**config.mk**
```make
export PLATFORM = sky130hd
export DESIGN_NAME = rxmt_timers
export DESIGN_NICKNAME = d
export VERILOG_FILES = /design/src/verilog/rxmt_pkg.sv /design/src/verilog/rxmt_sync.sv /design/src/verilog/rxmt_step_timer.sv /design/src/verilog/rxmt_timers.sv
export SDC_FILE = /design/constraint.sdc
export NUM_CORES = 1
export LEC_CHECK = 0
export ABC_AREA = 1
export BUFFER_PORTS_ARGS = -buffer_cell sky130_fd_sc_hd__clkbuf_2
export CORE_ASPECT_RATIO = 1.75
export CORE_MARGIN = 2
export CORE_UTILIZATION = 50
export CTS_BUF_LIST = sky130_fd_sc_hd__clkbuf_4
export DETAILED_ROUTE_END_ITERATION = 8
export HOLD_SLACK_MARGIN = 0.02
export PLACE_DENSITY_LB_ADDON = 0.3
export SETUP_SLACK_MARGIN = 0.1
export SYNTH_ARGS = -nofsm -noshare
export SYNTH_HDL_FRONTEND = slang
export SYNTH_SLANG_ARGS = --single-unit
```
**constraint.sdc**
```tcl
create_clock -name aclk -period 5.7 [get_ports aclk]
set_clock_uncertainty 0.2 [all_clocks]
set_input_delay 0.285 -clock aclk [delete_from_list [all_inputs] [get_ports aclk]]
set_output_delay 0.285 -clock aclk [all_outputs]
set_load 0.01 [all_outputs]
```
**src/verilog/rxmt_pkg.sv**
```systemverilog
// Constants shared by the receive-mask and no-response timer block
package rxmt_pkg;

	// Register indices; byte address is four times the index
	localparam logic [5:0] IDX_RX_MASK_TIME     = 6'h0E;
	localparam logic [5:0] IDX_RESP_TIMEOUT_HI  = 6'h0F;
	localparam logic [5:0] IDX_RESP_TIMEOUT_LO  = 6'h10;
	localparam logic [5:0] IDX_TIMER_CTRL       = 6'h18;
	localparam logic [5:0] IDX_COMMAND          = 6'h19;
	localparam logic [5:0] IDX_IRQ_STATUS       = 6'h1A;
	localparam logic [5:0] IDX_IRQ_MASK         = 6'h1B;
	localparam logic [5:0] IDX_TIMER_STATUS     = 6'h1C;

	// Reset values
	localparam logic [7:0] RX_MASK_TIME_RESET   = 8'h08;
	localparam logic [7:0] RESP_TIMEOUT_RESET   = 8'h00;
	localparam logic [7:0] TIMER_CTRL_RESET     = 8'h00;
	localparam logic [1:0] IRQ_MASK_RESET       = 2'h0;

	// Timer control fields
	localparam int CTRL_NRT_LONG_STEP = 0;
	localparam int CTRL_BITRATE_DET   = 1;
	localparam int CTRL_ISO_A_106     = 2;
	localparam int CTRL_NFC_MODE      = 3;
	localparam int CTRL_ACTIVE_MODE   = 4;
	localparam int CTRL_AUTO_SQUELCH  = 5;

	// Command fields
	localparam int CMD_START_NRT   = 0;
	localparam int CMD_SET_DEFAULT = 1;

	// Interrupt fields
	localparam int IRQ_NO_RESPONSE = 0;
	localparam int IRQ_MASK_DONE   = 1;

	// Timer status fields
	localparam int STAT_MASKING  = 0;
	localparam int STAT_NRT_RUN  = 1;
	localparam int STAT_SQUELCH  = 2;
	localparam int STAT_FIELD    = 3;
	localparam int STAT_NRT_WAIT = 4;

	// Timer steps in carrier periods, and minimum mask counts in steps
	localparam logic [12:0] STEP_MASK       = 13'h0040;
	localparam logic [12:0] STEP_MASK_HALF  = 13'h0020;
	localparam logic [12:0] STEP_MASK_BRD   = 13'h0200;
	localparam logic [12:0] STEP_NRT_SHORT  = 13'h0040;
	localparam logic [12:0] STEP_NRT_LONG   = 13'h1000;
	localparam logic [7:0]  MASK_MIN_COUNT  = 8'h04;
	localparam logic [8:0]  MASK_MIN_HALF   = 9'h008;

	// Squelch start delay after end of transmission
	localparam int CLK_PERIOD_PS      = 8000;
	localparam int SQUELCH_DELAY_PS   = 18880000;
	localparam int SQUELCH_DELAY_CYC  = (SQUELCH_DELAY_PS + CLK_PERIOD_PS - 1) / CLK_PERIOD_PS;

	// Bus responses
	localparam logic [1:0] RESP_OKAY   = 2'h0;
	localparam logic [1:0] RESP_SLVERR = 2'h2;

	// No-response start sequencer
	typedef enum logic [1:0] {
		RXMT_NRT_IDLE = 2'h0,
		RXMT_NRT_WAIT = 2'h1,
		RXMT_NRT_RUN  = 2'h3
	} rxmt_nrt_state_type;

endpackage : rxmt_pkg

```
**src/verilog/rxmt_sync.sv**
```systemverilog
// Two-stage synchroniser for a level from outside the clock domain
`timescale 1ns/1ps
`default_nettype none
module rxmt_sync (
	// Clock and control
	input  wire logic aclk,
	input  wire logic aresetn,
	input  wire logic ce,
	// Level
	input  wire logic async_in,
	output var  logic sync_out
);

	logic stage1_reg;

	always_ff @(posedge aclk) begin
		if (!aresetn) begin
			stage1_reg <= 1'b0;
			sync_out   <= 1'b0;
		end else if (ce) begin
			stage1_reg <= async_in;
			sync_out   <= stage1_reg;
		end
	end

endmodule : rxmt_sync
`default_nettype wire

```
**src/verilog/rxmt_step_timer.sv**
```systemverilog
// Down counter advanced once per step of carrier ticks
`timescale 1ns/1ps
`default_nettype none
module rxmt_step_timer (
	// Clock and control
	input  wire logic        aclk,
	input  wire logic        aresetn,
	input  wire logic        ce,
	// Timing
	input  wire logic        carrier_tick,
	input  wire logic [12:0] step_len,
	input  wire logic [15:0] load_count,
	// Commands
	input  wire logic        start,
	input  wire logic        stop,
	// State
	output var  logic        running,
	output var  logic        expired
);

	logic [12:0] pre_reg;
	logic [15:0] cnt_reg;

	wire step_done  = running && carrier_tick && (pre_reg == step_len - 13'h0001);
	wire last_count = (cnt_reg == 16'h0001);

	always_ff @(posedge aclk) begin
		if (!aresetn) begin
			pre_reg <= 13'h0000;
			cnt_reg <= 16'h0000;
			running <= 1'b0;
			expired <= 1'b0;
		end else if (ce) begin
			expired <= 1'b0;
			if (start) begin
				pre_reg <= 13'h0000;
				cnt_reg <= load_count;
				running <= (load_count != 16'h0000);
			end else if (stop) begin
				running <= 1'b0;
			end else if (step_done) begin
				pre_reg <= 13'h0000;
				cnt_reg <= cnt_reg - 16'h0001;
				running <= !last_count;
				expired <= last_count;
			end else if (running && carrier_tick) begin
				pre_reg <= pre_reg + 13'h0001;
			end
		end
	end

endmodule : rxmt_step_timer
`default_nettype wire

```
**src/verilog/rxmt_timers.sv**
```systemverilog
// Receive-mask and no-response timers with AXI4-Lite registers
`timescale 1ns/1ps
`default_nettype none
module rxmt_timers (
	// Clock, reset, clock enable
	input  wire logic       aclk,
	input  wire logic       aresetn,
	input  wire logic       ce,
	// AXI4-Lite write address
	input  wire logic [7:0] s_axi_awaddr,
	input  wire logic       s_axi_awvalid,
	output var  logic       s_axi_awready,
	// AXI4-Lite write data
	input  wire logic [31:0] s_axi_wdata,
	input  wire logic [3:0]  s_axi_wstrb,
	input  wire logic        s_axi_wvalid,
	output var  logic        s_axi_wready,
	// AXI4-Lite write response
	output var  logic [1:0]  s_axi_bresp,
	output var  logic        s_axi_bvalid,
	input  wire logic        s_axi_bready,
	// AXI4-Lite read address
	input  wire logic [7:0]  s_axi_araddr,
	input  wire logic        s_axi_arvalid,
	output var  logic        s_axi_arready,
	// AXI4-Lite read data
	output var  logic [31:0] s_axi_rdata,
	output var  logic [1:0]  s_axi_rresp,
	output var  logic        s_axi_rvalid,
	input  wire logic        s_axi_rready,
	// Framing events on this clock
	input  wire logic        carrier_tick,
	input  wire logic        tx_end,
	input  wire logic        rx_response,
	// Analog front end levels
	input  wire logic        ext_field_in,
	input  wire logic        rx_data_in,
	// Outputs
	output var  logic        rx_data_out,
	output var  logic        squelch_out,
	output var  logic        irq
);

	// Registers
	logic [7:0]  rx_mask_time_reg;
	logic [7:0]  response_timeout_high_reg;
	logic [7:0]  response_timeout_low_reg;
	logic [7:0]  timer_ctrl_reg;
	logic [1:0]  irq_status_reg;
	logic [1:0]  irq_mask_reg;
	logic [7:0]  aw_index_reg;
	logic [7:0]  w_data_reg;
	logic        w_strb_reg;
	logic [11:0] squelch_cnt_reg;
	rxmt_pkg::rxmt_nrt_state_type nrt_state_reg;
	rxmt_pkg::rxmt_nrt_state_type nrt_state_next;

	// Synchronised pins and timer states
	logic ext_field_sync;
	logic rx_data_sync;
	logic mask_running;
	logic mask_expired;
	logic nrt_running;
	logic nrt_expired;

	rxmt_sync u_field_sync (
		.aclk     (aclk),
		.aresetn  (aresetn),
		.ce       (ce),
		.async_in (ext_field_in),
		.sync_out (ext_field_sync)
	);

	rxmt_sync u_rx_sync (
		.aclk     (aclk),
		.aresetn  (aresetn),
		.ce       (ce),
		.async_in (rx_data_in),
		.sync_out (rx_data_sync)
	);

	// Bus handshakes and decode
	wire       aw_hs      = s_axi_awvalid && s_axi_awready;
	wire       w_hs       = s_axi_wvalid && s_axi_wready;
	wire       ar_hs      = s_axi_arvalid && s_axi_arready;
	wire       do_write   = !s_axi_awready && !s_axi_wready && !s_axi_bvalid;
	wire [5:0] wr_index   = aw_index_reg[5:0];
	wire [5:0] rd_index   = s_axi_araddr[7:2];
	wire       wr_lane    = do_write && w_strb_reg;
	wire       wr_mask    = wr_lane && (wr_index == rxmt_pkg::IDX_RX_MASK_TIME);
	wire       wr_nrt_hi  = wr_lane && (wr_index == rxmt_pkg::IDX_RESP_TIMEOUT_HI);
	wire       wr_nrt_lo  = wr_lane && (wr_index == rxmt_pkg::IDX_RESP_TIMEOUT_LO);
	wire       wr_ctrl    = wr_lane && (wr_index == rxmt_pkg::IDX_TIMER_CTRL);
	wire       wr_cmd     = wr_lane && (wr_index == rxmt_pkg::IDX_COMMAND);
	wire       wr_istat   = wr_lane && (wr_index == rxmt_pkg::IDX_IRQ_STATUS);
	wire       wr_imask   = wr_lane && (wr_index == rxmt_pkg::IDX_IRQ_MASK);
	wire       wr_mapped  = (wr_index == rxmt_pkg::IDX_RX_MASK_TIME) || (wr_index == rxmt_pkg::IDX_RESP_TIMEOUT_HI)
	                     || (wr_index == rxmt_pkg::IDX_RESP_TIMEOUT_LO) || (wr_index == rxmt_pkg::IDX_TIMER_CTRL)
	                     || (wr_index == rxmt_pkg::IDX_COMMAND) || (wr_index == rxmt_pkg::IDX_IRQ_STATUS)
	                     || (wr_index == rxmt_pkg::IDX_IRQ_MASK) || (wr_index == rxmt_pkg::IDX_TIMER_STATUS);
	wire       cmd_start  = wr_cmd && w_data_reg[rxmt_pkg::CMD_START_NRT];
	wire       cmd_default = wr_cmd && w_data_reg[rxmt_pkg::CMD_SET_DEFAULT];

	// Mode selects
	wire bitrate_det = timer_ctrl_reg[rxmt_pkg::CTRL_BITRATE_DET];
	wire iso_a_106   = timer_ctrl_reg[rxmt_pkg::CTRL_ISO_A_106];
	wire nfc_mode    = timer_ctrl_reg[rxmt_pkg::CTRL_NFC_MODE];
	wire auto_sq     = timer_ctrl_reg[rxmt_pkg::CTRL_AUTO_SQUELCH];

	wire [7:0] mask_clamped = (rx_mask_time_reg < rxmt_pkg::MASK_MIN_COUNT) ? rxmt_pkg::MASK_MIN_COUNT
	                        : rx_mask_time_reg;
	// half-step units, never below 256 carrier periods
	wire [8:0] mask_half    = ({1'b0, rx_mask_time_reg} < rxmt_pkg::MASK_MIN_HALF) ? rxmt_pkg::MASK_MIN_HALF
	                        : {1'b0, rx_mask_time_reg};
	wire [12:0] mask_step   = bitrate_det ? rxmt_pkg::STEP_MASK_BRD
	                        : iso_a_106 ? rxmt_pkg::STEP_MASK_HALF : rxmt_pkg::STEP_MASK;
	wire [15:0] mask_load   = (iso_a_106 && !bitrate_det) ? {7'h00, mask_half} : {8'h00, mask_clamped};

	wire [15:0] nrt_count   = {response_timeout_high_reg, response_timeout_low_reg};
	wire [12:0] nrt_step    = timer_ctrl_reg[rxmt_pkg::CTRL_NRT_LONG_STEP] ? rxmt_pkg::STEP_NRT_LONG
	                        : rxmt_pkg::STEP_NRT_SHORT;
	wire        nrt_armable = (nrt_count != 16'h0000);

	rxmt_step_timer u_mask_timer (
		.aclk         (aclk),
		.aresetn      (aresetn),
		.ce           (ce),
		.carrier_tick (carrier_tick),
		.step_len     (mask_step),
		.load_count   (mask_load),
		.start        (tx_end),
		.stop         (cmd_default),
		.running      (mask_running),
		.expired      (mask_expired)
	);

	// No-response start sequencing
	wire nrt_start_field = (nrt_state_reg == rxmt_pkg::RXMT_NRT_WAIT) && ext_field_sync;
	wire nrt_load  = nrt_armable && (cmd_start || nrt_start_field
	              || (tx_end && !nfc_mode) || (tx_end && nfc_mode && ext_field_sync));
	wire nrt_stop  = rx_response || cmd_default;

	always_comb begin
		nrt_state_next = nrt_state_reg;
		case (nrt_state_reg)
			rxmt_pkg::RXMT_NRT_IDLE: begin
				if (tx_end && nfc_mode && !ext_field_sync && nrt_armable)
					nrt_state_next = rxmt_pkg::RXMT_NRT_WAIT;
				else if (nrt_load)
					nrt_state_next = rxmt_pkg::RXMT_NRT_RUN;
			end
			rxmt_pkg::RXMT_NRT_WAIT: begin
				if (nrt_stop)
					nrt_state_next = rxmt_pkg::RXMT_NRT_IDLE;
				else if (nrt_load)
					nrt_state_next = rxmt_pkg::RXMT_NRT_RUN;
			end
			rxmt_pkg::RXMT_NRT_RUN: begin
				if (nrt_load)
					nrt_state_next = rxmt_pkg::RXMT_NRT_RUN;
				else if (nrt_stop || nrt_expired)
					nrt_state_next = rxmt_pkg::RXMT_NRT_IDLE;
			end
			default: nrt_state_next = rxmt_pkg::RXMT_NRT_IDLE;
		endcase
	end

	rxmt_step_timer u_nrt_timer (
		.aclk         (aclk),
		.aresetn      (aresetn),
		.ce           (ce),
		.carrier_tick (carrier_tick),
		.step_len     (nrt_step),
		.load_count   (nrt_count),
		.start        (nrt_load),
		.stop         (nrt_stop),
		.running      (nrt_running),
		.expired      (nrt_expired)
	);

	// Interrupt status, set wins over clear
	wire [1:0] irq_set  = {mask_expired, nrt_expired && !rx_response};
	wire [1:0] irq_clr  = wr_istat ? w_data_reg[1:0] : 2'h0;
	wire [1:0] irq_status_next = (irq_status_reg & ~irq_clr) | irq_set;
	// masked bits stay off the line
	wire       irq_next = |(irq_status_next & ~irq_mask_reg);

	wire sq_delay_done = (squelch_cnt_reg == 12'(rxmt_pkg::SQUELCH_DELAY_CYC));
	wire squelch_next  = auto_sq && mask_running && !mask_expired && sq_delay_done;

	// Read mux
	wire [7:0] timer_status = {3'h0, nrt_state_reg == rxmt_pkg::RXMT_NRT_WAIT, ext_field_sync,
	                           squelch_out, nrt_running, mask_running};
	logic [7:0] rd_byte;
	logic       rd_ok;
	always_comb begin
		rd_ok   = 1'b1;
		rd_byte = 8'h00;
		case (rd_index)
			rxmt_pkg::IDX_RX_MASK_TIME:    rd_byte = rx_mask_time_reg;
			rxmt_pkg::IDX_RESP_TIMEOUT_HI: rd_byte = response_timeout_high_reg;
			rxmt_pkg::IDX_RESP_TIMEOUT_LO: rd_byte = response_timeout_low_reg;
			rxmt_pkg::IDX_TIMER_CTRL:      rd_byte = timer_ctrl_reg;
			rxmt_pkg::IDX_COMMAND:         rd_byte = 8'h00;
			rxmt_pkg::IDX_IRQ_STATUS:      rd_byte = {6'h00, irq_status_reg};
			rxmt_pkg::IDX_IRQ_MASK:        rd_byte = {6'h00, irq_mask_reg};
			rxmt_pkg::IDX_TIMER_STATUS:    rd_byte = timer_status;
			default:                       rd_ok   = 1'b0;
		endcase
	end

	// Write channel capture and response
	always_ff @(posedge aclk) begin
		if (!aresetn) begin
			s_axi_awready <= 1'b1;
			s_axi_wready  <= 1'b1;
			s_axi_bvalid  <= 1'b0;
			s_axi_bresp   <= rxmt_pkg::RESP_OKAY;
			aw_index_reg  <= 8'h00;
			w_data_reg    <= 8'h00;
			w_strb_reg    <= 1'b0;
		end else if (ce) begin
			if (aw_hs) begin
				s_axi_awready <= 1'b0;
				aw_index_reg  <= {2'h0, s_axi_awaddr[7:2]};
			end
			if (w_hs) begin
				s_axi_wready <= 1'b0;
				w_data_reg   <= s_axi_wdata[7:0];
				w_strb_reg   <= s_axi_wstrb[0];
			end
			if (do_write) begin
				s_axi_bvalid <= 1'b1;
				s_axi_bresp  <= wr_mapped ? rxmt_pkg::RESP_OKAY : rxmt_pkg::RESP_SLVERR;
			end else if (s_axi_bvalid && s_axi_bready) begin
				s_axi_bvalid  <= 1'b0;
				s_axi_awready <= 1'b1;
				s_axi_wready  <= 1'b1;
			end
		end
	end

	// Read channel
	always_ff @(posedge aclk) begin
		if (!aresetn) begin
			s_axi_arready <= 1'b1;
			s_axi_rvalid  <= 1'b0;
			s_axi_rdata   <= 32'h0000_0000;
			s_axi_rresp   <= rxmt_pkg::RESP_OKAY;
		end else if (ce) begin
			if (ar_hs) begin
				s_axi_arready <= 1'b0;
				s_axi_rvalid  <= 1'b1;
				s_axi_rdata   <= {24'h00_0000, rd_byte};
				s_axi_rresp   <= rd_ok ? rxmt_pkg::RESP_OKAY : rxmt_pkg::RESP_SLVERR;
			end else if (s_axi_rvalid && s_axi_rready) begin
				s_axi_rvalid  <= 1'b0;
				s_axi_arready <= 1'b1;
			end
		end
	end

	// defaults at reset and set-default command
	always_ff @(posedge aclk) begin
		if (!aresetn) begin
			rx_mask_time_reg          <= rxmt_pkg::RX_MASK_TIME_RESET;
			response_timeout_high_reg <= rxmt_pkg::RESP_TIMEOUT_RESET;
			response_timeout_low_reg  <= rxmt_pkg::RESP_TIMEOUT_RESET;
			timer_ctrl_reg            <= rxmt_pkg::TIMER_CTRL_RESET;
			irq_mask_reg              <= rxmt_pkg::IRQ_MASK_RESET;
		end else if (ce) begin
			if (cmd_default) begin
				rx_mask_time_reg          <= rxmt_pkg::RX_MASK_TIME_RESET;
				response_timeout_high_reg <= rxmt_pkg::RESP_TIMEOUT_RESET;
				response_timeout_low_reg  <= rxmt_pkg::RESP_TIMEOUT_RESET;
				timer_ctrl_reg            <= rxmt_pkg::TIMER_CTRL_RESET;
				irq_mask_reg              <= rxmt_pkg::IRQ_MASK_RESET;
			end
			if (wr_mask)
				rx_mask_time_reg <= w_data_reg;
			if (wr_nrt_hi)
				response_timeout_high_reg <= w_data_reg;
			if (wr_nrt_lo)
				response_timeout_low_reg <= w_data_reg;
			if (wr_ctrl)
				timer_ctrl_reg <= w_data_reg;
			if (wr_imask)
				irq_mask_reg <= w_data_reg[1:0];
		end
	end

	// Timer-side state and outputs
	always_ff @(posedge aclk) begin
		if (!aresetn) begin
			nrt_state_reg   <= rxmt_pkg::RXMT_NRT_IDLE;
			irq_status_reg  <= 2'h0;
			irq             <= 1'b0;
			squelch_cnt_reg <= 12'h000;
			squelch_out     <= 1'b0;
			rx_data_out     <= 1'b0;
		end else if (ce) begin
			nrt_state_reg  <= nrt_state_next;
			irq_status_reg <= irq_status_next;
			irq            <= irq_next;
			// delay counter restarts at each transmission end
			if (tx_end)
				squelch_cnt_reg <= 12'h000;
			else if (mask_running && !sq_delay_done)
				squelch_cnt_reg <= squelch_cnt_reg + 12'h001;
			squelch_out <= squelch_next && !tx_end;
			rx_data_out <= (mask_running || tx_end) ? 1'b0 : rx_data_sync;
		end
	end

	// full 16-bit count at 64 periods reaches about 309 ms
	// no-response count defaults to zero, so it stays idle until written

endmodule : rxmt_timers
`default_nettype wire

```
* Word-level counts from Yosys, hierarchy flattened *
Index checks and enable logic that the tools add are counted.

cells by class
  add/sub/neg operators = 7
  magnitude comparators = 2
  eq/ne operators = 26
  muxes and demuxes = 66
  bitwise gates (word level) = 5
  reductions and logical operators = 98

operators by type and width
  cell                                                 number
  two-way mux 13 bit                                   9
  two-way mux 16 bit                                   6
  == test 6 x 5 -> 1 bit (second input constant)       12
  two-way mux 8 bit                                    9
  case mux 8 bit (7 select lines)                      1
  logical AND 1 bit                                    35
  == test 16 x 1 -> 1 bit (second input constant)      2
  nonzero test 16 bit                                  2
  subtractor 16 x 1 -> 16 bit (second input constant)  2
  AND reduction 2 bit                                  15
  adder 13 x 1 -> 13 bit (second input constant)       2
  == test 13 bit                                       2
  two-way mux 1 bit                                    26
  == test 6 x 4 -> 1 bit (second input constant)       4
  two-way mux 12 bit                                   2
  two-way mux 2 bit                                    10
  nonzero test 2 bit                                   10
  logical OR 1 bit                                     13
  subtractor 13 x 1 -> 13 bit (second input constant)  1
  adder 12 x 1 -> 12 bit (second input constant)       1
  == test 12 bit (second input constant)               1
  zero test 1 bit                                      12
  AND reduction 3 bit                                  4
  nonzero test 3 bit                                   4
  16 further kinds                                     19

storage, ports and cells
  register bits = 151
  bits of input ports = 65
  output and inout port bits = 44
  logic and storage cells = 238

* Longest topological paths before layout *
Gate-level depths: netlist of run 1.

  word-level depth = 13
  gate-level depth with buffers = 15
  gate-level depth less buffers = 14

* By module *
A second synthesis of run 1 with hierarchy kept.

second synthesis, totals
  cells, all modules = 1464
  area total of the unflattened synthesis = 9325.2 um2

modules (own cells, without submodules)
  module           times used  cells each  area each (um2)  seq. area each (um2)
  rxmt_step_timer  2           389         2372.3           620.6
  rxmt_timers      1           662         4420.5           1661.6
  rxmt_sync        2           12          80.1             40.0

* Worst setup path after synthesis of run 1 *
OpenSTA, ideal clock, no wires.

  kind = register to register
  from = register timer_ctrl_reg[1]
  to = register u_mask_timer.cnt_reg[11]
  setup time = 0.135 ns
  data arrival time = 1.751 ns
  required time = 5.365 ns
  setup slack = 3.614 ns
  cell stages (with the launch flop) = 13
  path buffers = 2
  period minus slack after synthesis = 2.086 ns
  cell sequence = dfxtp_1 inv_1 nand2_1 ha_1 xnor2_1 nor3_1 nand3_1 nand2_1 nand2_4 buf_6 buf_12 nand2_2 a21oi_2

on the way
  cells in the longest elaborated chain, start to end = 6

ends and longest elaborated chain
  item                           RTL line               RTL
  start: declaration             rxmt_timers.sv:48      logic [7:0] timer_ctrl_reg;
  start signal: assignment       rxmt_timers.sv:269     timer_ctrl_reg <= rxmt_pkg::TIMER_CTRL_RESET;
  start signal: assignment       rxmt_timers.sv:276     timer_ctrl_reg <= rxmt_pkg::TIMER_CTRL_RESET;
  start signal: assignment       rxmt_timers.sv:286     timer_ctrl_reg <= w_data_reg;
  two-way mux 10 bit             rxmt_timers.sv:115     wire [12:0] mask_step = bitrate_det ? rxmt_pkg::STEP_MASK_BRD
  subtractor 10 x 1 -> 11 bit    rxmt_step_timer.sv:24  wire step_done = running && carrier_tick && (pre_reg == step_len - 13'h0001);
  == test 13 bit                 rxmt_step_timer.sv:24
  logical AND 1 bit              rxmt_step_timer.sv:24
  nonzero test 2 bit (no line)   n/a
  AND reduction 3 bit (no line)  n/a
  end signal: assignment         rxmt_step_timer.sv:37  cnt_reg <= load_count;
  end signal: assignment         rxmt_step_timer.sv:43  cnt_reg <= cnt_reg - 16'h0001;
  end: declaration               rxmt_step_timer.sv:22  logic [15:0] cnt_reg;

No other way between the ends.
A chain may end at the register's enable or synchronous reset.

* Final worst setup path of run 1 *
  from = register s_axi_bvalid
  to = register u_nrt_timer.pre_reg[7]

on the way
  cells in the longest elaborated chain, start to end = 11
  elaborated cells on any way between the ends = 15
  those cells by class = 1 x eq/ne; 1 x mux; 13 x reduce/logical

ends and longest elaborated chain
  item                                                           RTL line               RTL
  start: declaration                                             rxmt_timers.sv:20      output var logic s_axi_bvalid,
  start signal: assignment                                       rxmt_timers.sv:217     s_axi_bvalid <= 1'b0;
  start signal: assignment                                       rxmt_timers.sv:233     s_axi_bvalid <= 1'b1;
  start signal: assignment                                       rxmt_timers.sv:236     s_axi_bvalid <= 1'b0;
  zero test 1 bit (*)                                            rxmt_timers.sv:86      wire do_write = !s_axi_awready && !s_axi_wready && !s_axi_bvalid;
  logical AND 1 bit (*)                                          rxmt_timers.sv:86
  logical AND 1 bit (*)                                          rxmt_timers.sv:89      wire wr_lane = do_write && w_strb_reg;
  logical AND 1 bit (*)                                          rxmt_timers.sv:94      wire wr_cmd = wr_lane && (wr_index == rxmt_pkg::IDX_COMMAND);
  logical AND 1 bit                                              rxmt_timers.sv:101     wire cmd_start = wr_cmd && w_data_reg[rxmt_pkg::CMD_START_NRT];
  logical OR 1 bit                                               rxmt_timers.sv:139     wire nrt_load = nrt_armable && (cmd_start || nrt_start_field
  logical OR 1 bit (2 in series)                                 rxmt_timers.sv:140     || (tx_end && !nfc_mode) || (tx_end && nfc_mode && ext_field_sync));
  logical AND 1 bit                                              rxmt_timers.sv:139
  != test 2 bit (no line) or nonzero test 3 bit (tied branches)  n/a
  AND reduction 3 bit (no line)                                  n/a
  end signal: assignment                                         rxmt_step_timer.sv:47  pre_reg <= pre_reg + 13'h0001;
  end: declaration                                               rxmt_step_timer.sv:21  logic [12:0] pre_reg;

Every way passes the cells marked *; elsewhere a longest branch is shown, timed or not.

==> results of run 1 <==
[logic make-up (layout without fill, tap and decap cells)]
group / after synthesis / after routing / synth area share
buffers and inverters: 201 / 249 / 0.1079
and+or+nand+nor: 642 / 642 / 0.3317
AOI/OAI and AO/OA: 243 / 243 / 0.1549
other: 1 / 27 / 0.0004487
adders and majority gates: 9 / 9 / 0.01347
xor gates and xnor gates: 33 / 33 / 0.03458
DFF: 149 / 149 / 0.3569
[timing repair]
action / CTS / global route
resized for setup: 0 / 0
hold buffers: 25 / 0
endpoints found under the hold margin: 27 / 0
[synth_stat cells (13+ instances only)]
library cell,n,area (sq um)
sky130_fd_sc_hd__dfxtp_1,149,2983
sky130_fd_sc_hd__inv_1,125,469.2
sky130_fd_sc_hd__nor2_1,179,671.9
sky130_fd_sc_hd__buf_4,27,202.7
sky130_fd_sc_hd__nand2_2,13,81.33
sky130_fd_sc_hd__xor2_1,20,175.2
sky130_fd_sc_hd__a21oi_1,111,555.5
sky130_fd_sc_hd__nand4_1,22,137.6
sky130_fd_sc_hd__nand2_1,306,1149
sky130_fd_sc_hd__nand3_1,56,280.3
sky130_fd_sc_hd__clkbuf_1,24,90.09
sky130_fd_sc_hd__o21ai_0,95,475.5
sky130_fd_sc_hd__nor3_1,31,155.2
sky130_fd_sc_hd__xnor2_1,13,113.9
[report_power, final]
part	leakage [nW]	internal, mW	switching, mW
Sequential	1.21	1.06	0.0276
Clock	0.145	0.274	0.399
Combinational	2.33	0.0799	0.141
[area by class of cell]
type                       count  area share
multi-input combinational    953      0.4984
sequential                   149      0.3252
timing repair buffer          80     0.05839
inverter                     137     0.05648
tap                          224     0.03056
clock buffer                  20     0.01637
clock inverter                12     0.01432
antenna                        1   0.0002729
[critical path, stage by stage, from the launching register on]
cell and delay [ps]:
sky130_fd_sc_hd__dfxtp_1 360, sky130_fd_sc_hd__nor2_2 150, sky130_fd_sc_hd__nand3_2 180, sky130_fd_sc_hd__inv_2 140, sky130_fd_sc_hd__nand3_1 140, sky130_fd_sc_hd__nand2_1 130, sky130_fd_sc_hd__nand2_2 250, sky130_fd_sc_hd__o21ai_2 190
sky130_fd_sc_hd__nand2_2 240, sky130_fd_sc_hd__inv_2 340, sky130_fd_sc_hd__nor2_1 140, sky130_fd_sc_hd__nand2_1 110, sky130_fd_sc_hd__nor2_1 40
[through the flow]
step	hold slack [ps]	util	setup WS [ps]	instance area (sq um)	power [mW]
after global routing	47.48	0.5603	2788	9171	2.077
final	48.42	0.5603	2998	9171	1.986
after global placement	248.1	0.5277	2542	8637	1.315
after detailed placement	252.3	0.5277	2516	8637	1.318
after floorplan	219.9	-	3614	8452	1.274
after CTS	22.38	0.5602	2965	9169	1.999
[placed cells by master (no fill, tap or decap), drive strengths merged, types with 22 or more instances in the layout]
master / instances
nand2: 323
nor2: 185
dfxtp: 149
inv: 136
a21oi: 120
o21ai: 106
clkbuf: 71
nand3: 59
nor3: 32
conb: 26
dlygate4sd3: 25
nand4: 22
[worst min-delay path by stage]
stage	depth (start not counted)	to	start
after detailed placement	2	timer_ctrl_reg[0]	timer_ctrl_reg[0]
after CTS	3	s_axi_rvalid	s_axi_arvalid
final	3	s_axi_rvalid	s_axi_arvalid
after global placement	2	timer_ctrl_reg[0]	timer_ctrl_reg[0]
after global routing	3	s_axi_rvalid	s_axi_arvalid
after floorplan	2	u_field_sync.stage1_reg	ext_field_in
[metal layers]
| metal | track usage | wire length (microns) | share of wire | vias to the layer above |
|---|---|---|---|---|
| li1 | - | - | - | 4207 |
| met1 | 0.2640 | 8324 | 0.36 | 3787 |
| met2 | 0.4953 | 12700 | 0.55 | 243 |
| met3 | 0.03560 | 839 | 0.036 | 77 |
| met4 | 0.1503 | 1176 | 0.051 | 0 |
| met5 | 0 | 0 | 0 | - |
==> impl_metrics.csv, run 1 <==
group,metric,value,unit
floorplanning,placementRows,62,
place,globalplace.congestion,0.9067,
clock_network,clock_tree.buffer_depth,2,
drt,drtAntennaViolNets,0,
hold_path,timing.hold.worst.class,"in -> reg",
critical_path,ff2ff_setup_slack,3000,ps
final_layout,layout-area-overhead-vs-synth,9.731,%
yosys,ys_seq_area_frac,0.3569,
drt,detail_route.vias_per_cell,5.275,
drt,dr_total_vias,8314,
run,max-cap-violations,0,
floorplanning,die_width,101.7,microns
pwr,ir_drop_worst_case_vdd,0.1213,mV
critical_path,r2r_path_end,"u_nrt_timer.pre_reg[7]",
critical_path,path_max_fanout,23,
critical_path,cp_data_arrival_time,2980,ps
final_layout,final_cell_count_no_fill,1576,
drt,drt_first_pass_iters,5,
floorplanning,io-pin-count,109,
sta,final.period_utilization,0.4741,
final_layout,combined_area_of_the_multi_input_logic_cells,4571,sq um
final_layout,num-nets-final,1412,
sta,max_slew_margin,0.2315,
drt,drt-initial-drc-count,434,
final_layout,share_of_post_route_cells_with_drive_strength_above_1,0.1051,
critical_path,timing.critical_path.from,"s_axi_bvalid",
clock_network,max_h_tree_level,4,
yosys,ys_types,50,
yosys,synthCells,1278,
place,dp.final_hpwl,16660,microns
critical_path,critPathRequiredTime,5980,ps
clock_network,clock_latency,580,ps
final_layout,count_of_fill_cells_added_during_filler_insertion,1663,
critical_path,worstReg2RegStart,"s_axi_bvalid",
floorplanning,dieArea,17810,sq um
yosys,synth-edff-count,0,
grt,total_congestion_overflow,0,
floorplanning,start_util,0.5106,
yosys,synth_flop_cell,"sky130_fd_sc_hd__dfxtp_1",
pwr,power_density,216.5,nW/um^2
final_layout,seqCellArea,2983,sq um
drt,routedWlPerCell,14.62,microns
clock_network,post-cts-setup-buffers,0,
sta,final.setup.tns,0,ps
yosys,synth.avg_cell_area,6.540,sq um
grt,initial_antenna_violation_count,1,
sta,hold_violations,0,
sta,report.final.setup_viol,0,
critical_path,worst_setup_path_end_kind,"flip-flop",
grt,via_count_of_the_first_global_routing_pass,7744,
grt,grt_start_max_net_pins,57,
yosys,synth_warnings,0,
sta,slew_viol_final,0,
sta,finalCriticalPeriod,2702,ps
yosys,asyncSetResetFlopFracSynth,0,
sta,worst_slew_pin_slew,1142,ps
critical_path,critPathKind,"reg -> reg",
critical_path,timing.critical_path.from_type,"flip-flop",
status,run_status,"finished, final reports clean",
yosys,post_synth_instance_area,8358,sq um
clock_network,tritoncts_buffer_count,17,
clock_network,cts_sinks,149,
sta,max_freq,370.1,MHz
grt,first_pass_grt_wire_length,36800,microns
floorplanning,die_height,175.0,microns
critical_path,endpoint,"u_nrt_timer.pre_reg[7]",
clock_network,clk_transition_reported_paths,130,ps
drt,post-route-drc-count,0,
clock_network,clock-root-buffer,"sky130_fd_sc_hd__clkbuf_4",
pwr,power_leakage,3.680,nW
clock_network,clock_tree_from_tritoncts,"built",
sta,grt_setup_unrepaired,"false",
place,port_buffers,51,
yosys,postSynthRegisterBits,149,
drt,drt-total-wl,23040,microns
grt,grtUsageTotal,0.2625,
critical_path,reg2regPathDepth,12,
place,placedCellCount,1518,
floorplanning,design.core.area,16370,sq um
No activity file was read; power rests on OpenSTA's default activity.
==> run 2, diff against run 1 <==
- clock period: 5.7 -> 2.7 ns (I/O delays scaled with it)
==> run 2 against run 1 <==
Via count grew 2.6%. Cell area grew 4.2%. Non-clock buffer count up 40. The run now ends with negative hold slack left. Highest routed layer unchanged. Critical path depth decreased by 4. Largest power group unchanged. Sequential share of layout area decreased by 1.3 points. Die area is the same. Setup slack worse by 2800 ps. Hold slack worse by 94 ps. Final cell count grew 2.5%. Routed wire length is 3.3% higher. First-iteration DRC count grew 26%.
==> impl_metrics.csv, run 2 (synthesized netlist as in run 1, its figures left out) <==
group,metric,value,unit
grt,first_pass_grt_wire_length,39200,microns
critical_path,worstReg2RegStart,"s_axi_bvalid",
critical_path,worst_setup_path_end_kind,"flip-flop",
grt,grtUsageTotal,0.2792,
grt,grtUsageMet3,0.05080,
critical_path,path_max_fanout,20,
status,violations,"negative hold slack",
clock_network,tritoncts_buffer_count,17,
drt,dr_total_vias,8534,
final_layout,most-common-layout-cells,"sky130_fd_sc_hd__nand2_1, sky130_fd_sc_hd__nor2_1, sky130_fd_sc_hd__dfxtp_1, sky130_fd_sc_hd__inv_1, sky130_fd_sc_hd__a21oi_1",
place,globalplace.congestion,0.9547,
sta,hold_violations,1,
sta,max_freq,405.6,MHz
drt,drt-initial-drc-count,546,
place,port_buffers,51,
critical_path,critPathKind,"in -> reg",
critical_path,critPathRequiredTime,2970,ps
critical_path,ff2ff_setup_slack,260,ps
sta,report.final.setup_viol,0,
run,max-cap-violations,0,
grt,globalRouteMet2Util,0.5203,
hold_path,timing.hold.worst_path_depth,7,
floorplanning,die_height,175.0,microns
clock_network,clock_tree.buffer_depth,2,
hold_path,hp-start,"s_axi_araddr[7]",
final_layout,layout-area-overhead-vs-synth,14.34,%
place,dp.final_hpwl,17150,microns
clock_network,max_h_tree_level,4,
critical_path,reg2regPathDepth,11,
grt,total_congestion_overflow,0,
clock_network,clock_tree_from_tritoncts,"built",
final_layout,layout.cells.most_common,"sky130_fd_sc_hd__nand2_1",
pwr,power_leakage,3.857,nW
clock_network,post-cts-setup-buffers,0,
sta,max_slew_margin,0.5288,
grt,top_usage_layer,"met2",
floorplanning,design.core.area,16370,sq um
hold_path,timing.hold.worst.class,"in -> reg",
sta,worst_slew_pin_slew,705.8,ps
sta,fin_worst_hold_slack,-46.06,ps
drt,drt-total-wl,23790,microns
place,placedCellCount,1530,
pwr,ir_drop_worst_case_vdd,0.2604,mV
drt,drt_first_pass_iters,6,
sta,final.setup.tns,0,ps
drt,detail_route.vias_per_cell,5.281,
grt,grt.met1_usage,0.2757,
clock_network,clock_latency,590,ps
floorplanning,io-pin-count,109,
floorplanning,placementRows,62,
grt,grt_start_max_net_pins,56,
final_layout,num-nets-final,1452,
clock_network,clock-root-buffer,"sky130_fd_sc_hd__clkbuf_4",
pwr,power_density,441.4,nW/um^2
floorplanning,dieArea,17810,sq um
critical_path,cp_data_arrival_time,2730,ps
sta,finalCriticalPeriod,2466,ps
floorplanning,die_width,101.7,microns
hold_path,timing.hold.worst_endpoint,"s_axi_rresp[1]",
final_layout,share_of_post_route_cells_with_drive_strength_above_1,0.1114,
floorplanning,start_util,0.5106,
clock_network,clk_transition_reported_paths,120,ps
final_layout,final_cell_count_no_fill,1616,
grt,via_count_of_the_first_global_routing_pass,8305,
drt,routedWlPerCell,14.72,microns
clock_network,cts_sinks,149,
drt,drtAntennaViolNets,0,
grt,initial_antenna_violation_count,1,
critical_path,timing.critical_path.from_type,"input port",
pwr,finalPower,4.218,mW
sta,final.period_utilization,0.9133,
status,run_status,"complete, but fails checks",
drt,post-route-drc-count,0,
critical_path,r2r_path_end,"u_mask_timer.pre_reg[12]",
sta,slew_viol_final,0,
sta,grt_setup_unrepaired,"false",
run 2: changes by cell type in the layout (fill, tap and decap cells not counted), sizes merged:
cell / change
bufinv: -1
clkbuf: -3
dlygate4sd3: +28
inv: +4
clkinv: +1
buf: +12
clkinvlp: -1
run 2: per-stage QoR:
step                instance area (sq um)  hold WS [ps]  setup WS (ps)  utilization
floorplan                            8452         69.91          614.0            -
finish                               9557        -46.06          234.2       0.5839
CTS                                  9540         30.42          118.1       0.5829
global route                         9557         20.87          114.2       0.5839
global placement                     8736         160.9          397.9       0.5337
detailed placement                   8736         166.4          361.0       0.5337
run 2: final cells by class:
type / count / area [sq um]
Inverter: 137 / 519.2
Multi-Input combinational cell: 953 / 4579
Clock buffer: 17 / 127.6
Timing Repair Buffer: 120 / 918.4
Antenna cell: 1 / 2.502
Clock inverter: 15 / 146.4
Fill cell: 1605 / 6812
Sequential cell: 149 / 2983
Tap cell: 224 / 280.3
run 2: worst max path at each step:
| stage | startpoint | to | depth (start not counted) |
|---|---|---|---|
| after global routing | ce | s_axi_arready | 8 |
| after detailed placement | timer_ctrl_reg[1] | u_mask_timer.cnt_reg[8] | 11 |
| after CTS | s_axi_araddr[6] | s_axi_rresp[1] | 10 |
| after global placement | timer_ctrl_reg[1] | u_mask_timer.cnt_reg[8] | 11 |
| final | ce | s_axi_arready | 8 |
| after floorplan | timer_ctrl_reg[1] | u_mask_timer.cnt_reg[11] | 12 |
run 2: report_power, final:
group / total, mW / switching (mW) / internal [mW] / leakage [nW]
combinational: 0.521 / 0.317 / 0.204 / 2.51
sequential: 2.31 / 0.0594 / 2.25 / 1.21
clock: 1.39 / 0.915 / 0.477 / 0.140
run 2: timing repair:
action,in CTS,in global routing
gates resized for setup,0,4
hold endpoints to repair,117,1
hold buffers,53,1
setup endpoints to repair,0,15
run 2: worst max-delay path: stages:
cell and delay [ps]:
sky130_fd_sc_hd__dlygate4sd3_1 530, sky130_fd_sc_hd__clkbuf_2 250, sky130_fd_sc_hd__inv_2 400, sky130_fd_sc_hd__nor2_1 90, sky130_fd_sc_hd__o21ai_0 130, sky130_fd_sc_hd__dlygate4sd3_1 570
sky130_fd_sc_hd__nand2_1 50, sky130_fd_sc_hd__dlygate4sd3_1 570
run 2: per-layer routing:
metal / vias up / part of all wire
met2: 237 / 0.55
met3: 95 / 0.036
met5: - / 0
met1: 3916 / 0.36
met4: 0 / 0.060
li1: 4286 / -
==> run 3, diff against run 2 <==
- clock period: 2.7 -> 3.1 ns (I/O delays scaled with it)
==> run 3 against run 2 <==
The run now ends clean. Non-clock buffer count fell by 6. Final cell count fell by 0.37%. Cell area barely moved. Critical path depth rose by 5. Sequential share of layout area barely moved. Sequential power fell by 13%. First-iteration DRC count rose by 4.2%.
==> impl_metrics.csv, run 3 (synthesized netlist as in run 1, its figures left out) <==
group,metric,value,unit
status,run_status,"finished, final reports clean",
grt,grtUsageTotal,0.2703,
clock_network,clock_tree_from_tritoncts,"built",
pwr,power_density,397.0,nW/um^2
sta,hold_violations,0,
pwr,finalPower,3.791,mW
place,port_buffers,51,
place,placement.cell_area,8691,sq um
drt,drtAntennaViolNets,0,
grt,grt_start_max_net_pins,56,
final_layout,final_cell_count_no_fill,1610,
run,max-cap-violations,0,
floorplanning,die_width,101.7,microns
grt,total_congestion_overflow,0,
drt,drt-total-wl,23640,microns
pwr,total_switching_power,1.091,mW
floorplanning,dieArea,17810,sq um
critical_path,timing.critical_path.cells,"inv_1 > nor2_2 > nand2_2 > nor2_4 > nand3_4 > inv_6 > nand2_4 > nand2_4 > nor2_1 > a21oi_1 > dlygate4sd3_1 > nor2_1 > dlygate4sd3_1",
critical_path,path_max_fanout,11,
final_layout,most-common-layout-cells,"sky130_fd_sc_hd__nand2_1, sky130_fd_sc_hd__nor2_1, sky130_fd_sc_hd__dfxtp_1, sky130_fd_sc_hd__inv_1, sky130_fd_sc_hd__a21oi_1",
sta,grt_setup_unrepaired,"true",
pwr,power_leakage,3.860,nW
floorplanning,start_util,0.5106,
critical_path,crit_buf_inv,4,
sta,worst_setup_slack_after_layout,223.0,ps
critical_path,timing.critical_path.from_type,"flip-flop",
drt,routedWlPerCell,14.69,microns
critical_path,worst_setup_path_end_kind,"flip-flop",
sta,worst_slew_pin_slew,822.7,ps
critical_path,critPathKind,"reg -> reg",
critical_path,critPathRequiredTime,3380,ps
sta,final.period_utilization,0.9281,
sta,fin_worst_hold_slack,90.47,ps
floorplanning,die_height,175.0,microns
sta,finalCriticalPeriod,2877,ps
sta,max_freq,347.6,MHz
floorplanning,placementRows,62,
place,dp.final_hpwl,16870,microns
drt,drt_first_pass_iters,6,
final_layout,utilization,0.5833,
place,setup_slack_at_placement,529.5,ps
sta,final.setup.tns,0,ps
clock_network,clk_transition_reported_paths,140,ps
final_layout,share_of_post_route_cells_with_drive_strength_above_1,0.1069,
drt,post-route-drc-count,0,
grt,initial_antenna_violation_count,1,
pwr,switching_share,0.2878,
sta,max_slew_margin,0.4470,
final_layout,count_of_fill_cells_added_during_filler_insertion,1582,
drt,drt-initial-drc-count,569,
final_layout,layout.cells.most_common,"sky130_fd_sc_hd__nand2_1",
floorplanning,design.core.area,16370,sq um
sta,slew_viol_final,0,
pwr,power.combinational.fraction,0.116,
critical_path,cpLargestDelayFamily,"buffers and inverters",
final_layout,num-nets-final,1446,
clock_network,cts_sinks,149,
place,placedCellCount,1524,
floorplanning,io-pin-count,109,
grt,via_count_of_the_first_global_routing_pass,8184,
drt,detail_route.vias_per_cell,5.298,
critical_path,critPathSlowestCell,"sky130_fd_sc_hd__dlygate4sd3_1",
sta,report.final.setup_viol,0,
hold_path,timing.hold.worst.class,"in -> reg",
critical_path,cp_data_arrival_time,3160,ps
pwr,power_frac_clock,0.354,
pwr,ir_drop_worst_case_vdd,0.2258,mV
grt,first_pass_grt_wire_length,37840,microns
clock_network,clock-root-buffer,"sky130_fd_sc_hd__clkbuf_4",
pwr,internal_dissipation,2.700,mW
final_layout,fin_area,9548,sq um
clock_network,max_h_tree_level,4,
final_layout,layout-area-overhead-vs-synth,14.24,%
critical_path,slowest_delay,590,ps
clock_network,clock_tree.buffer_depth,2,
clock_network,clock_latency,580,ps
clock_network,tritoncts_buffer_count,17,
place,globalplace.congestion,0.9660,
pwr,p_seq_frac,0.530,
drt,dr_total_vias,8530,
[run 3: changes by cell type in the layout (fill, tap and decap cells not counted), sizes merged]
| cell | delta |
|---|---|
| buf | -4 |
| inv | -3 |
| bufinv | +2 |
| clkinv | +2 |
| clkinvlp | -2 |
| dlygate4sd3 | -2 |
| clkbuf | +1 |
[run 3: worst min-delay path, stage by stage]
cell and delay (ps):
sky130_fd_sc_hd__clkbuf_2 130, sky130_fd_sc_hd__nor2_1 50, sky130_fd_sc_hd__nand3_1 180, sky130_fd_sc_hd__o2111ai_1 160
sky130_fd_sc_hd__nand2_1 90, sky130_fd_sc_hd__a21oi_1 50
[run 3: layer usage]
| layer | part of all wire | track usage | wire, microns | vias to the layer above |
|---|---|---|---|---|
| met5 | 0 | 0 | 0 | - |
| met4 | 0.057 | 0.1610 | 1356 | 0 |
| met3 | 0.037 | 0.03520 | 877 | 100 |
| met2 | 0.55 | 0.5167 | 12900 | 274 |
| met1 | 0.36 | 0.2639 | 8505 | 3889 |
| li1 | - | - | - | 4267 |
[run 3: final cells by class]
cell class / instances / area (sq um) / share of cell area
timing repair buffer: 114 / 868.3 / 0.09094
tap: 224 / 280.3 / 0.02935
clock buffer: 18 / 135.1 / 0.01415
multi-input combinational: 953 / 4579 / 0.4796
antenna: 1 / 2.502 / 0.0002621
clock inverter: 14 / 176.4 / 0.01848
inverter: 137 / 523.0 / 0.05478
sequential: 149 / 2983 / 0.3124
[run 3: worst paths after layout]
path	start	endpoint	slack, ps	cells past startpoint
hold / removal	s_axi_araddr[5]	s_axi_rdata[6]	90	6
setup / recovery	aw_index_reg[4]	u_mask_timer.pre_reg[12]	220	13
hold reg to reg	s_axi_rdata[4]	s_axi_rdata[4]	270	2
setup reg to reg	aw_index_reg[4]	u_mask_timer.pre_reg[12]	220	13
[run 3: timing repair]
action,CTS,global route
endpoints found under the hold margin,112,0
setup endpoints to repair,0,2
hold buffers,51,0
setup buffers,0,2
resized for setup,0,5
[run 3: power by group through the flow]
stage / sequential [mW] / clock (mW) / combinational, mW
2_1_floorplan: 2.03 / 0 / 0.311
3_3_place_gp: 2.05 / 0 / 0.379
3_5_place_dp: 2.05 / 0 / 0.383
4_1_cts: 2.01 / 1.36 / 0.431
5_1_grt: 2.01 / 1.44 / 0.488
6_report: 2.01 / 1.34 / 0.439
